File: config.mk
export PLATFORM = sky130hd
export DESIGN_NAME = sofm_top
export DESIGN_NICKNAME = d
export VERILOG_FILES = /design/src/sofm_pkg.sv /design/src/sofm_counters.sv /design/src/sofm_err_mon.sv /design/src/sofm_top.sv
export SDC_FILE = /design/constraint.sdc
export NUM_CORES = 1
export LEC_CHECK = 0
export BUFFER_PORTS_ARGS = -buffer_cell sky130_fd_sc_hd__buf_2
export CAP_MARGIN = 30
export CORE_MARGIN = 10
export CORE_UTILIZATION = 63
export DETAILED_ROUTE_END_ITERATION = 12
export PLACE_DENSITY = 0.85
export SLEW_MARGIN = 10
export SYNTH_ARGS = -nofsm -noshare
export SYNTH_HDL_FRONTEND = slang
export SYNTH_HIERARCHICAL = 1
export SYNTH_SLANG_ARGS = --single-unit
File: constraint.sdc
create_clock -name ref_clk_i -period 6 [get_ports ref_clk_i]
set_input_delay 0.6 -clock ref_clk_i [delete_from_list [all_inputs] [get_ports ref_clk_i]]
set_output_delay 0.6 -clock ref_clk_i [all_outputs]
set_load 0.02 [all_outputs]
File: src/sofm_pkg.sv
// package for the safety output fault manager: constants, modes, carriers
// assumes a 100 MHz ref_clk_i; no bus, all configuration arrives on ports
package sofm_pkg;
  localparam int unsigned clk_mhz = 100;
  // stuck-low time of the reset line, in seconds
  localparam int unsigned stuck_time_s = 8;
  localparam longint unsigned stuck_cycles = longint'(stuck_time_s) * clk_mhz * 1000000;
  localparam int unsigned cnt_w = 4;
  localparam logic [3:0] fault_cnt_max = 4'hF;
  localparam logic [3:0] fault_cnt_rst = 4'h0;
  localparam logic [3:0] wd_err_max = 4'hF;
  localparam logic [1:0] ack_none = 2'h0;
  localparam int unsigned ack_unit_cycles = 16;
  localparam logic react_sel_reset = 1'b0;
  localparam logic pol_low_fault = 1'b0;

  typedef enum logic [2:0] {
    sofm_init_type_placeholder = 3'h7
  } sofm_unused_type;

  typedef enum logic [2:0] {
    st_init = 3'h0,
    st_normal = 3'h1,
    st_low_power_on_mode = 3'h2,
    st_low_power_off_mode = 3'h3,
    st_failsafe = 3'h4
  } sofm_mode_type;

  // write-protected initialization configuration
  typedef struct packed {
    logic mon_enable;
    logic mon_polarity;
    logic mon_react_sel;
    logic [1:0] mon_ack_window;
    logic stuck_fs_enable;
    logic [3:0] wd_refresh_max;
  } sofm_cfg_type;

  // wake sources in low-power-on mode
  typedef struct packed {
    logic wake_two;
    logic wake_three;
    logic hv_io;
    logic ldt_expired;
    logic can_pattern;
    logic normal_request;
  } sofm_wake_type;
endpackage

File: src/sofm_counters.sv
// fault error, watchdog error and watchdog refresh counters
// assumes one-cycle event pulses from the watchdog and fault collectors
`timescale 1ns/1ps
`default_nettype none
module sofm_counters (
  input wire logic ref_clk_i,
  input wire logic sys_rst_i,
  input wire logic count_en_i,
  input wire logic fault_evt_i,
  input wire logic wd_ok_i,
  input wire logic wd_nok_i,
  input wire logic [3:0] wd_refresh_max_i,
  output logic fault_cnt_max_o,
  output logic wd_err_max_o,
  output logic [3:0] fault_cnt_o
);
  typedef struct packed {
    logic [3:0] fault_cnt;
    logic [3:0] wd_err;
    logic [3:0] wd_ref;
  } sofm_cnt_state_type;
  sofm_cnt_state_type st_ff, nxt_st;

  // increment wins over decrement when both arrive together
  always_comb
  begin
    nxt_st = st_ff;
    if (wd_nok_i && st_ff.wd_err != sofm_pkg::wd_err_max)
      nxt_st.wd_err = st_ff.wd_err + 4'h1; // RULE_18
    if (wd_nok_i)
      nxt_st.wd_ref = 4'h0;
    else if (wd_ok_i)
    begin
      if (st_ff.wd_ref + 4'h1 >= wd_refresh_max_i)
      begin
        nxt_st.wd_ref = 4'h0;
        if (st_ff.fault_cnt != 4'h0 && !(count_en_i && fault_evt_i))
          nxt_st.fault_cnt = st_ff.fault_cnt - 4'h1; // RULE_19
      end
      else
        nxt_st.wd_ref = st_ff.wd_ref + 4'h1;
    end
    if (count_en_i && fault_evt_i && st_ff.fault_cnt != sofm_pkg::fault_cnt_max)
      nxt_st.fault_cnt = st_ff.fault_cnt + 4'h1; // RULE_16
  end

  always_ff @(posedge ref_clk_i)
  begin
    if (sys_rst_i)
      st_ff <= '{fault_cnt: sofm_pkg::fault_cnt_rst, wd_err: 4'h0, wd_ref: 4'h0};
    else
      st_ff <= nxt_st;
  end

  assign fault_cnt_max_o = st_ff.fault_cnt == sofm_pkg::fault_cnt_max; // RULE_17
  assign wd_err_max_o = st_ff.wd_err == sofm_pkg::wd_err_max;
  assign fault_cnt_o = st_ff.fault_cnt;
endmodule
`default_nettype wire

File: src/sofm_err_mon.sv
// error monitor: level fault detect with optional acknowledge window
// assumes the fault pin is already synchronous and held steady by the mcu
`timescale 1ns/1ps
`default_nettype none
module sofm_err_mon (
  input wire logic ref_clk_i,
  input wire logic sys_rst_i,
  input wire logic active_i,
  input wire logic polarity_i,
  input wire logic [1:0] ack_window_i,
  input wire logic fault_pin_i,
  output logic fault_o
);
  typedef struct packed {
    logic [7:0] ack_cnt;
    logic fault;
  } sofm_em_state_type;
  sofm_em_state_type st_ff, nxt_st;

  // pin equal to polarity is a fault, so polarity zero makes low the fault
  // window counted in units; a steady input is assumed, pulses shorter than the window are not caught
  always_comb
  begin
    nxt_st = st_ff;
    nxt_st.fault = 1'b0;
    if (!active_i)
    begin
      nxt_st.ack_cnt = 8'h00; // RULE_02
    end
    else if (fault_pin_i == polarity_i) // RULE_05
    begin
      if (ack_window_i == sofm_pkg::ack_none)
      begin
        nxt_st.fault = 1'b1; // RULE_06
      end
      else if (st_ff.ack_cnt >= 8'(ack_window_i) * 8'(sofm_pkg::ack_unit_cycles))
      begin
        nxt_st.fault = 1'b1;
      end
      else
      begin
        nxt_st.ack_cnt = st_ff.ack_cnt + 8'h01;
      end
    end
    else
    begin
      nxt_st.ack_cnt = 8'h00;
    end
  end

  always_ff @(posedge ref_clk_i)
  begin
    if (sys_rst_i)
      st_ff <= '0;
    else
      st_ff <= nxt_st;
  end

  assign fault_o = st_ff.fault;
endmodule
`default_nettype wire

File: src/sofm_top.sv
// safety output fault manager: mode machine and the two safety outputs
// assumes synchronous pins; counters and monitor are the two submodules
// Function
// RULE_01 - monitor enabled only from normal mode
// RULE_02 - monitor off in both low-power modes
// RULE_03 - mcu holds fault pin at steady level
// RULE_04 - monitor reaction goes to reset or limp
// RULE_05 - polarity zero: low level is fault
// RULE_06 - window zero: no acknowledge time
// RULE_07 - software sets pin pull to match polarity
// RULE_08 - reset line bidirectional, mcu may hold low
// RULE_09 - reset stuck low too long: fail-safe
// RULE_10 - limp released by default, sticky until release
// RULE_11 - any configured wake source leaves low-power-on
// RULE_12 - both safety outputs active low
// RULE_13 - reset held from power-up until normal
// RULE_14 - limp asserted only on a fault
// RULE_15 - critical faults always act, others if enabled
// RULE_16 - each fault increments fault error counter; code counts only fault onsets while both outputs are released
// RULE_17 - fault counter at maximum: fail-safe
// RULE_18 - watchdog error counter maximum forces reaction
// RULE_19 - good refresh run decrements fault counter
// RULE_20 - fail-safe keeps all safety outputs asserted
// RULE_21 - low-power-off: reset low, limp released
// RULE_22 - low-power-on keeps previous limp state
// RULE_23 - good refresh closes init, locks configuration
`timescale 1ns/1ps
`default_nettype none
module sofm_top #(
  parameter longint unsigned stuck_cycles = sofm_pkg::stuck_cycles
) (
  input wire logic ref_clk_i,
  input wire logic sys_rst_i,
  input wire sofm_pkg::sofm_cfg_type cfg_i,
  input wire logic cfg_write_i,
  input wire logic wd_ok_i,
  input wire logic wd_nok_i,
  input wire logic mcu_fault_out_zero_i,
  input wire logic reset_line_i,
  input wire logic critical_fault_i,
  input wire logic config_fault_i,
  input wire logic config_fault_rst_en_i,
  input wire logic config_fault_limp_en_i,
  input wire logic limp_release_i,
  input wire logic low_power_on_mode_request_i,
  input wire logic low_power_off_mode_request_i,
  input wire sofm_pkg::sofm_wake_type wake_i,
  input wire sofm_pkg::sofm_wake_type wake_en_i,
  output logic reset_safety_output_n_o,
  output logic reset_safety_oe_n_o,
  output logic limp_safety_output_n_o,
  output logic [2:0] mode_o,
  output logic init_locked_o,
  output logic [3:0] fault_cnt_o
);
  typedef struct packed {
    sofm_pkg::sofm_mode_type mode;
    sofm_pkg::sofm_cfg_type cfg;
    logic locked;
    logic rst_assert;
    logic limp_assert;
    logic [39:0] stuck_cnt;
    logic [3:0] fault_cnt;
    logic fault_seen;
  } sofm_top_state_type;
  sofm_top_state_type st_ff, nxt_st;

  logic mon_active;
  logic mon_fault;
  logic cnt_fault_max;
  logic wd_err_max;
  logic [3:0] fault_cnt;
  logic fault_evt;
  logic fault_any;
  logic react_rst;
  logic react_limp;
  logic stuck_expired;
  logic wake_hit;

  assign mon_active = st_ff.mode == sofm_pkg::st_normal && st_ff.cfg.mon_enable; // RULE_01

  sofm_err_mon u_mon (
    .ref_clk_i(ref_clk_i),
    .sys_rst_i(sys_rst_i),
    .active_i(mon_active),
    .polarity_i(st_ff.cfg.mon_polarity),
    .ack_window_i(st_ff.cfg.mon_ack_window),
    .fault_pin_i(mcu_fault_out_zero_i),
    .fault_o(mon_fault)
  );

  // only fresh faults while outputs are released feed the counter
  // a level fault counts once at its onset, not on every cycle it stands
  assign fault_any = mon_fault || critical_fault_i || config_fault_i;
  assign fault_evt = fault_any && !st_ff.fault_seen; // RULE_16

  sofm_counters u_cnt (
    .ref_clk_i(ref_clk_i),
    .sys_rst_i(sys_rst_i),
    .count_en_i(!st_ff.rst_assert && !st_ff.limp_assert), // RULE_16
    .fault_evt_i(fault_evt),
    .wd_ok_i(wd_ok_i && st_ff.locked),
    .wd_nok_i(wd_nok_i && st_ff.locked),
    .wd_refresh_max_i(st_ff.cfg.wd_refresh_max),
    .fault_cnt_max_o(cnt_fault_max),
    .wd_err_max_o(wd_err_max),
    .fault_cnt_o(fault_cnt)
  );

  // reaction routing of each fault source onto the two outputs
  always_comb
  begin
    react_rst = critical_fault_i || wd_err_max; // RULE_15 RULE_18
    react_limp = critical_fault_i || wd_err_max;
    if (config_fault_i && config_fault_rst_en_i)
      react_rst = 1'b1; // RULE_15
    if (config_fault_i && config_fault_limp_en_i)
      react_limp = 1'b1;
    if (mon_fault && st_ff.cfg.mon_react_sel == sofm_pkg::react_sel_reset)
      react_rst = 1'b1; // RULE_04
    if (mon_fault && st_ff.cfg.mon_react_sel != sofm_pkg::react_sel_reset)
      react_limp = 1'b1; // RULE_04
  end

  // line read back low while released counts as held by the mcu
  assign stuck_expired = st_ff.stuck_cnt >= 40'(stuck_cycles); // RULE_09
  assign wake_hit = |(wake_i & wake_en_i); // RULE_11

  always_comb
  begin
    nxt_st = st_ff;
    // own assertion of the line never counts toward the stuck time
    if (!reset_line_i && !st_ff.rst_assert)
    begin
      if (!stuck_expired)
        nxt_st.stuck_cnt = st_ff.stuck_cnt + 40'h1; // RULE_08
    end
    else
      nxt_st.stuck_cnt = 40'h0;
    unique case (st_ff.mode)
      sofm_pkg::st_init:
      begin
        if (cfg_write_i && !st_ff.locked)
          nxt_st.cfg = cfg_i;
        if (wd_ok_i)
        begin
          nxt_st.locked = 1'b1; // RULE_23
          nxt_st.mode = sofm_pkg::st_normal;
          nxt_st.rst_assert = 1'b0; // RULE_13
        end
      end
      sofm_pkg::st_normal:
      begin
        if (react_rst)
          nxt_st.rst_assert = 1'b1;
        if (react_limp)
          nxt_st.limp_assert = 1'b1; // RULE_14
        else if (limp_release_i)
          nxt_st.limp_assert = 1'b0; // RULE_10
        if (react_rst == 1'b0 && st_ff.rst_assert && reset_line_i == 1'b0 && 1'b0)
          nxt_st.rst_assert = 1'b0;
        if (st_ff.rst_assert && !react_rst && wd_ok_i)
          nxt_st.rst_assert = 1'b0;
        if (low_power_off_mode_request_i)
        begin
          nxt_st.mode = sofm_pkg::st_low_power_off_mode; // RULE_02
          nxt_st.rst_assert = 1'b1; // RULE_21
          nxt_st.limp_assert = 1'b0;
        end
        else if (low_power_on_mode_request_i)
          nxt_st.mode = sofm_pkg::st_low_power_on_mode; // RULE_22
      end
      sofm_pkg::st_low_power_on_mode:
      begin
        if (wake_hit)
          nxt_st.mode = sofm_pkg::st_normal; // RULE_11
      end
      sofm_pkg::st_low_power_off_mode:
      begin
        nxt_st.rst_assert = 1'b1; // RULE_21
        nxt_st.limp_assert = 1'b0;
        if (wake_hit)
          nxt_st.mode = sofm_pkg::st_normal;
      end
      sofm_pkg::st_failsafe:
      begin
        nxt_st.rst_assert = 1'b1; // RULE_20
        nxt_st.limp_assert = 1'b1;
      end
      default:
        nxt_st.mode = sofm_pkg::st_failsafe;
    endcase
    // fail-safe takes priority over every other mode move
    if (cnt_fault_max || (stuck_expired && st_ff.cfg.stuck_fs_enable))
    begin
      nxt_st.mode = sofm_pkg::st_failsafe; // RULE_17 RULE_09
      nxt_st.rst_assert = 1'b1; // RULE_20
      nxt_st.limp_assert = 1'b1;
    end
    nxt_st.fault_cnt = fault_cnt;
    nxt_st.fault_seen = fault_any;
  end

  // reset held asserted from power-up, limp released
  always_ff @(posedge ref_clk_i)
  begin
    if (sys_rst_i)
    begin
      st_ff <= '0;
      st_ff.mode <= sofm_pkg::st_init;
      st_ff.rst_assert <= 1'b1; // RULE_13
      st_ff.limp_assert <= 1'b0; // RULE_10
    end
    else
      st_ff <= nxt_st;
  end

  // outputs are low when asserted; open-drain enable low while driving
  always_ff @(posedge ref_clk_i)
  begin
    if (sys_rst_i)
    begin
      reset_safety_output_n_o <= 1'b0;
      reset_safety_oe_n_o <= 1'b0;
      limp_safety_output_n_o <= 1'b1;
      mode_o <= 3'h0;
      init_locked_o <= 1'b0;
      fault_cnt_o <= 4'h0;
    end
    else
    begin
      reset_safety_output_n_o <= 1'b0; // RULE_12
      reset_safety_oe_n_o <= ~nxt_st.rst_assert; // RULE_08
      limp_safety_output_n_o <= ~nxt_st.limp_assert; // RULE_12
      mode_o <= nxt_st.mode;
      init_locked_o <= nxt_st.locked;
      fault_cnt_o <= fault_cnt;
    end
  end
endmodule
`default_nettype wire

==> results.toml <==
[power]
power_frac_seq_pct = 50.5
switching_share_pct = 23.5
p_leak_nw = 1.70
p_comb_share_pct = 9.3
total_power_mw = 1.17
power_density_mw_per_mm2 = 258
p_switching_uw = 274
ir_drop_uv = 204
clkPwrFrac_pct = 40.2
internal_power_uw = 892

[job]
drv_cap = 0

[critical_path]
crit_path_end_kind = "register"
worstPathCellList = "nor4_1, nand4_1, or2_1, a211o_1, or3_1"
critical_path_class = "register to register"
cp.buffers_inverters = 0
path_delay_family = "simple AND/OR/NAND/NOR gates"
arrival_ps = 3060
cpPeakStageDelay_ps = 690
critPathLaunchType = "register"
crit_fanout = 21
cpMaxStageDelayCell = "nand4_1"
cp.required_ps = 6240

[synth]
yosysSeqAreaShare_pct = 41.6
synthesis.area_mm2 = 0.00404
yosys-mux-area-fraction_pct = 3.78
synth-compound-area-share_pct = 9.22
synth_cell_types = 57
synthCells = 467
synthSimpleGateAreaFrac_pct = 29.2
synth_top_family_by_area = "simple AND/OR/NAND/NOR gates"
synthArstFlopShare_pct = 0
synthXorXnorAreaFrac_pct = 6.50
synthAdderAreaFrac_pct = 4.83
synth-seq-cells = 84
synth_edf_count = 0
avgSynthCellArea_um2 = 8.66
synth_nets = 518
synth_flop_cell = "dfxtp_1"
yosys_warnings = 6

[sta]
rsz0062_at_grt = "false"
period_needed_ps = 2810
maxSlewViolCount = 0
worst_pin_slew_ps = 895
final_hold_viol_count = 0
max_freq_ghz = 0.356
fin_crit_sh_pct = 46.8
skew_ps = 4.91
holdWs_ps = 447
relSlewSlack_pct = 39.8
setup-tns-final_ps = 0
setup_viol_count_final = 0

[drt]
routed_wl_um = 8730
routed_via_density = 5.77
postRouteAntennaNets = 0
drtPass1Iterations = 4
drc = 0
avgRoutedWirePerCell_um = 15.0
drt_iter0_drc = 108
vias = 3365

[place]
gp_congestion = 0.841
dp_hpwl_um = 6260
io_buffers = 45
postPlaceCellArea_mm2 = 0.00426

[hold_path]
hp-class = "register to register"

[floorplan]
core_area_mm2 = 0.00628
die-height_um = 100
io_pins = 47
initial_core_util_pct = 64.4
die_width_um = 100
dieArea_mm2 = 0.0100
row_count = 29

[global_route]
track_usage_pct = 17.7
overflow = 0
grt_pass1_vias = 3401
grt_pass1_wl_um = 14900
grt_max_degree = 37
antenna_found_initial = 0

[clocking]
cts.reportedPaths.clkPinSlew_ps = 80
clock_latency_ps = 350
clockRootBuffer = "clkbuf_8"
cts_buffers = 9
cts_buffer_depth = 2
postCtsHoldBufs = 0
clock_sinks = 84
cts_setup_buffers = 0
htree_levels = 3
cts_tree = "yes"
ctsResizeCount = 0

[layout]
postLayoutCoreUtil_pct = 71.9
final_nets = 552
postLayoutCellArea_mm2 = 0.00451
synthToLayoutAreaGrowth_pct = 11.6
antenna_cells = 0
final_cell_mix = "dfxtp_1, nor2_1, buf_2, xnor2_1, nor3_1"
drive_gt1_share_pct = 14.6
layout_commonest_cell = "dfxtp_1"

[run_status]
status = "finished clean"
## sequential cells by signal, summed over array words and instances (netlist names)
register and flops:
u_mon/fault_o 1, limp_safety_output_n_o 1, st_ff 53, reset_safety_oe_n_o 1
u_cnt/st_ff 8, mode_o 3, u_cnt/fault_cnt_o 4, u_mon/st_ff 8
fault_cnt_o 4, init_locked_o 1
## final cells by class
class                      instances  area [um2]
fill                             461        1770
clock buffer                      13         169
timing repair buffer              48         259
tap                               77        96.3
inverter                          17        63.8
clock inverter                     3        67.6
sequential                        84        1680
multi-input combinational        341        2170
## worst reg2reg max path, cell delays in order, from the launching register on
cell and delay, ps:
dfxtp_1 310, nor4_1 310, nand4_1 690, or2_1 630, a211o_1 390, or3_1 370
## power groups by stage
stage	clock, mW	combinational, mW	sequential (mW)
2_1_floorplan	0	0.0805	0.599
3_3_place_gp	0	0.103	0.600
3_5_place_dp	0	0.106	0.601
4_1_cts	0.470	0.108	0.588
5_1_grt	0.490	0.122	0.591
6_report	0.469	0.109	0.588
## through the flow
| step | setup slack [ps] | instances |
|---|---|---|
| after floorplan | 3730 | 467 |
| after global placement | 3240 | 565 |
| after detailed placement | 3190 | 566 |
| after CTS | 3180 | 582 |
| after global routing | 3000 | 583 |
| final | 3190 | 583 |
## cell families (layout without fill, tap and decap cells)
kind of cell,after synthesis,count (layout)
AOI/OAI and AO/OA,57,57
xor gates and xnor gates,30,30
adders and majority gates,15,15
buffers and inverters,42,81
DFF,84,84
muxes,15,15
other,1,1
and+or+nand+nor,223,223
## synthesized netlist by cell type (all sizes together) (13+ instances only)
master	instances	share of area [%]
a21oi	20	2.5
and2	13	2.0
buf	14	2.1
dfxtp	84	42
ha	14	4.3
inv	17	1.6
mux2i	13	3.2
nand2	23	2.1
nand3	19	2.4
nand4	16	2.5
nor2	64	5.9
nor3	25	3.1
o21ai	15	1.9
xnor2	28	6.1
## worst paths after layout
| path | startpoint | end | slack [ps] | cells after the start |
|---|---|---|---|---|
| worst min-delay path | u_mon/st_ff[8] | u_mon/st_ff[8] | 450 | 2 |
| worst min register to register | u_mon/st_ff[8] | u_mon/st_ff[8] | 450 | 2 |
| worst max register to register | st_ff[39] | st_ff[46] | 3190 | 5 |
| worst max-delay path | st_ff[39] | st_ff[46] | 3190 | 5 |
## routing by layer
metal / GRT usage [%] / wire length [um] / share of wire (%) / vias up
met2: 30.8 / 4370 / 50 / 77
met4: 8.91 / 199 / 2.3 / 0
met5: 0 / 0 / 0 / -
met1: 19.5 / 3690 / 42 / 1565
li1: - / - / - / 1701
met3: 4.46 / 467 / 5.3 / 22
(Power assumes the default switching activity.)
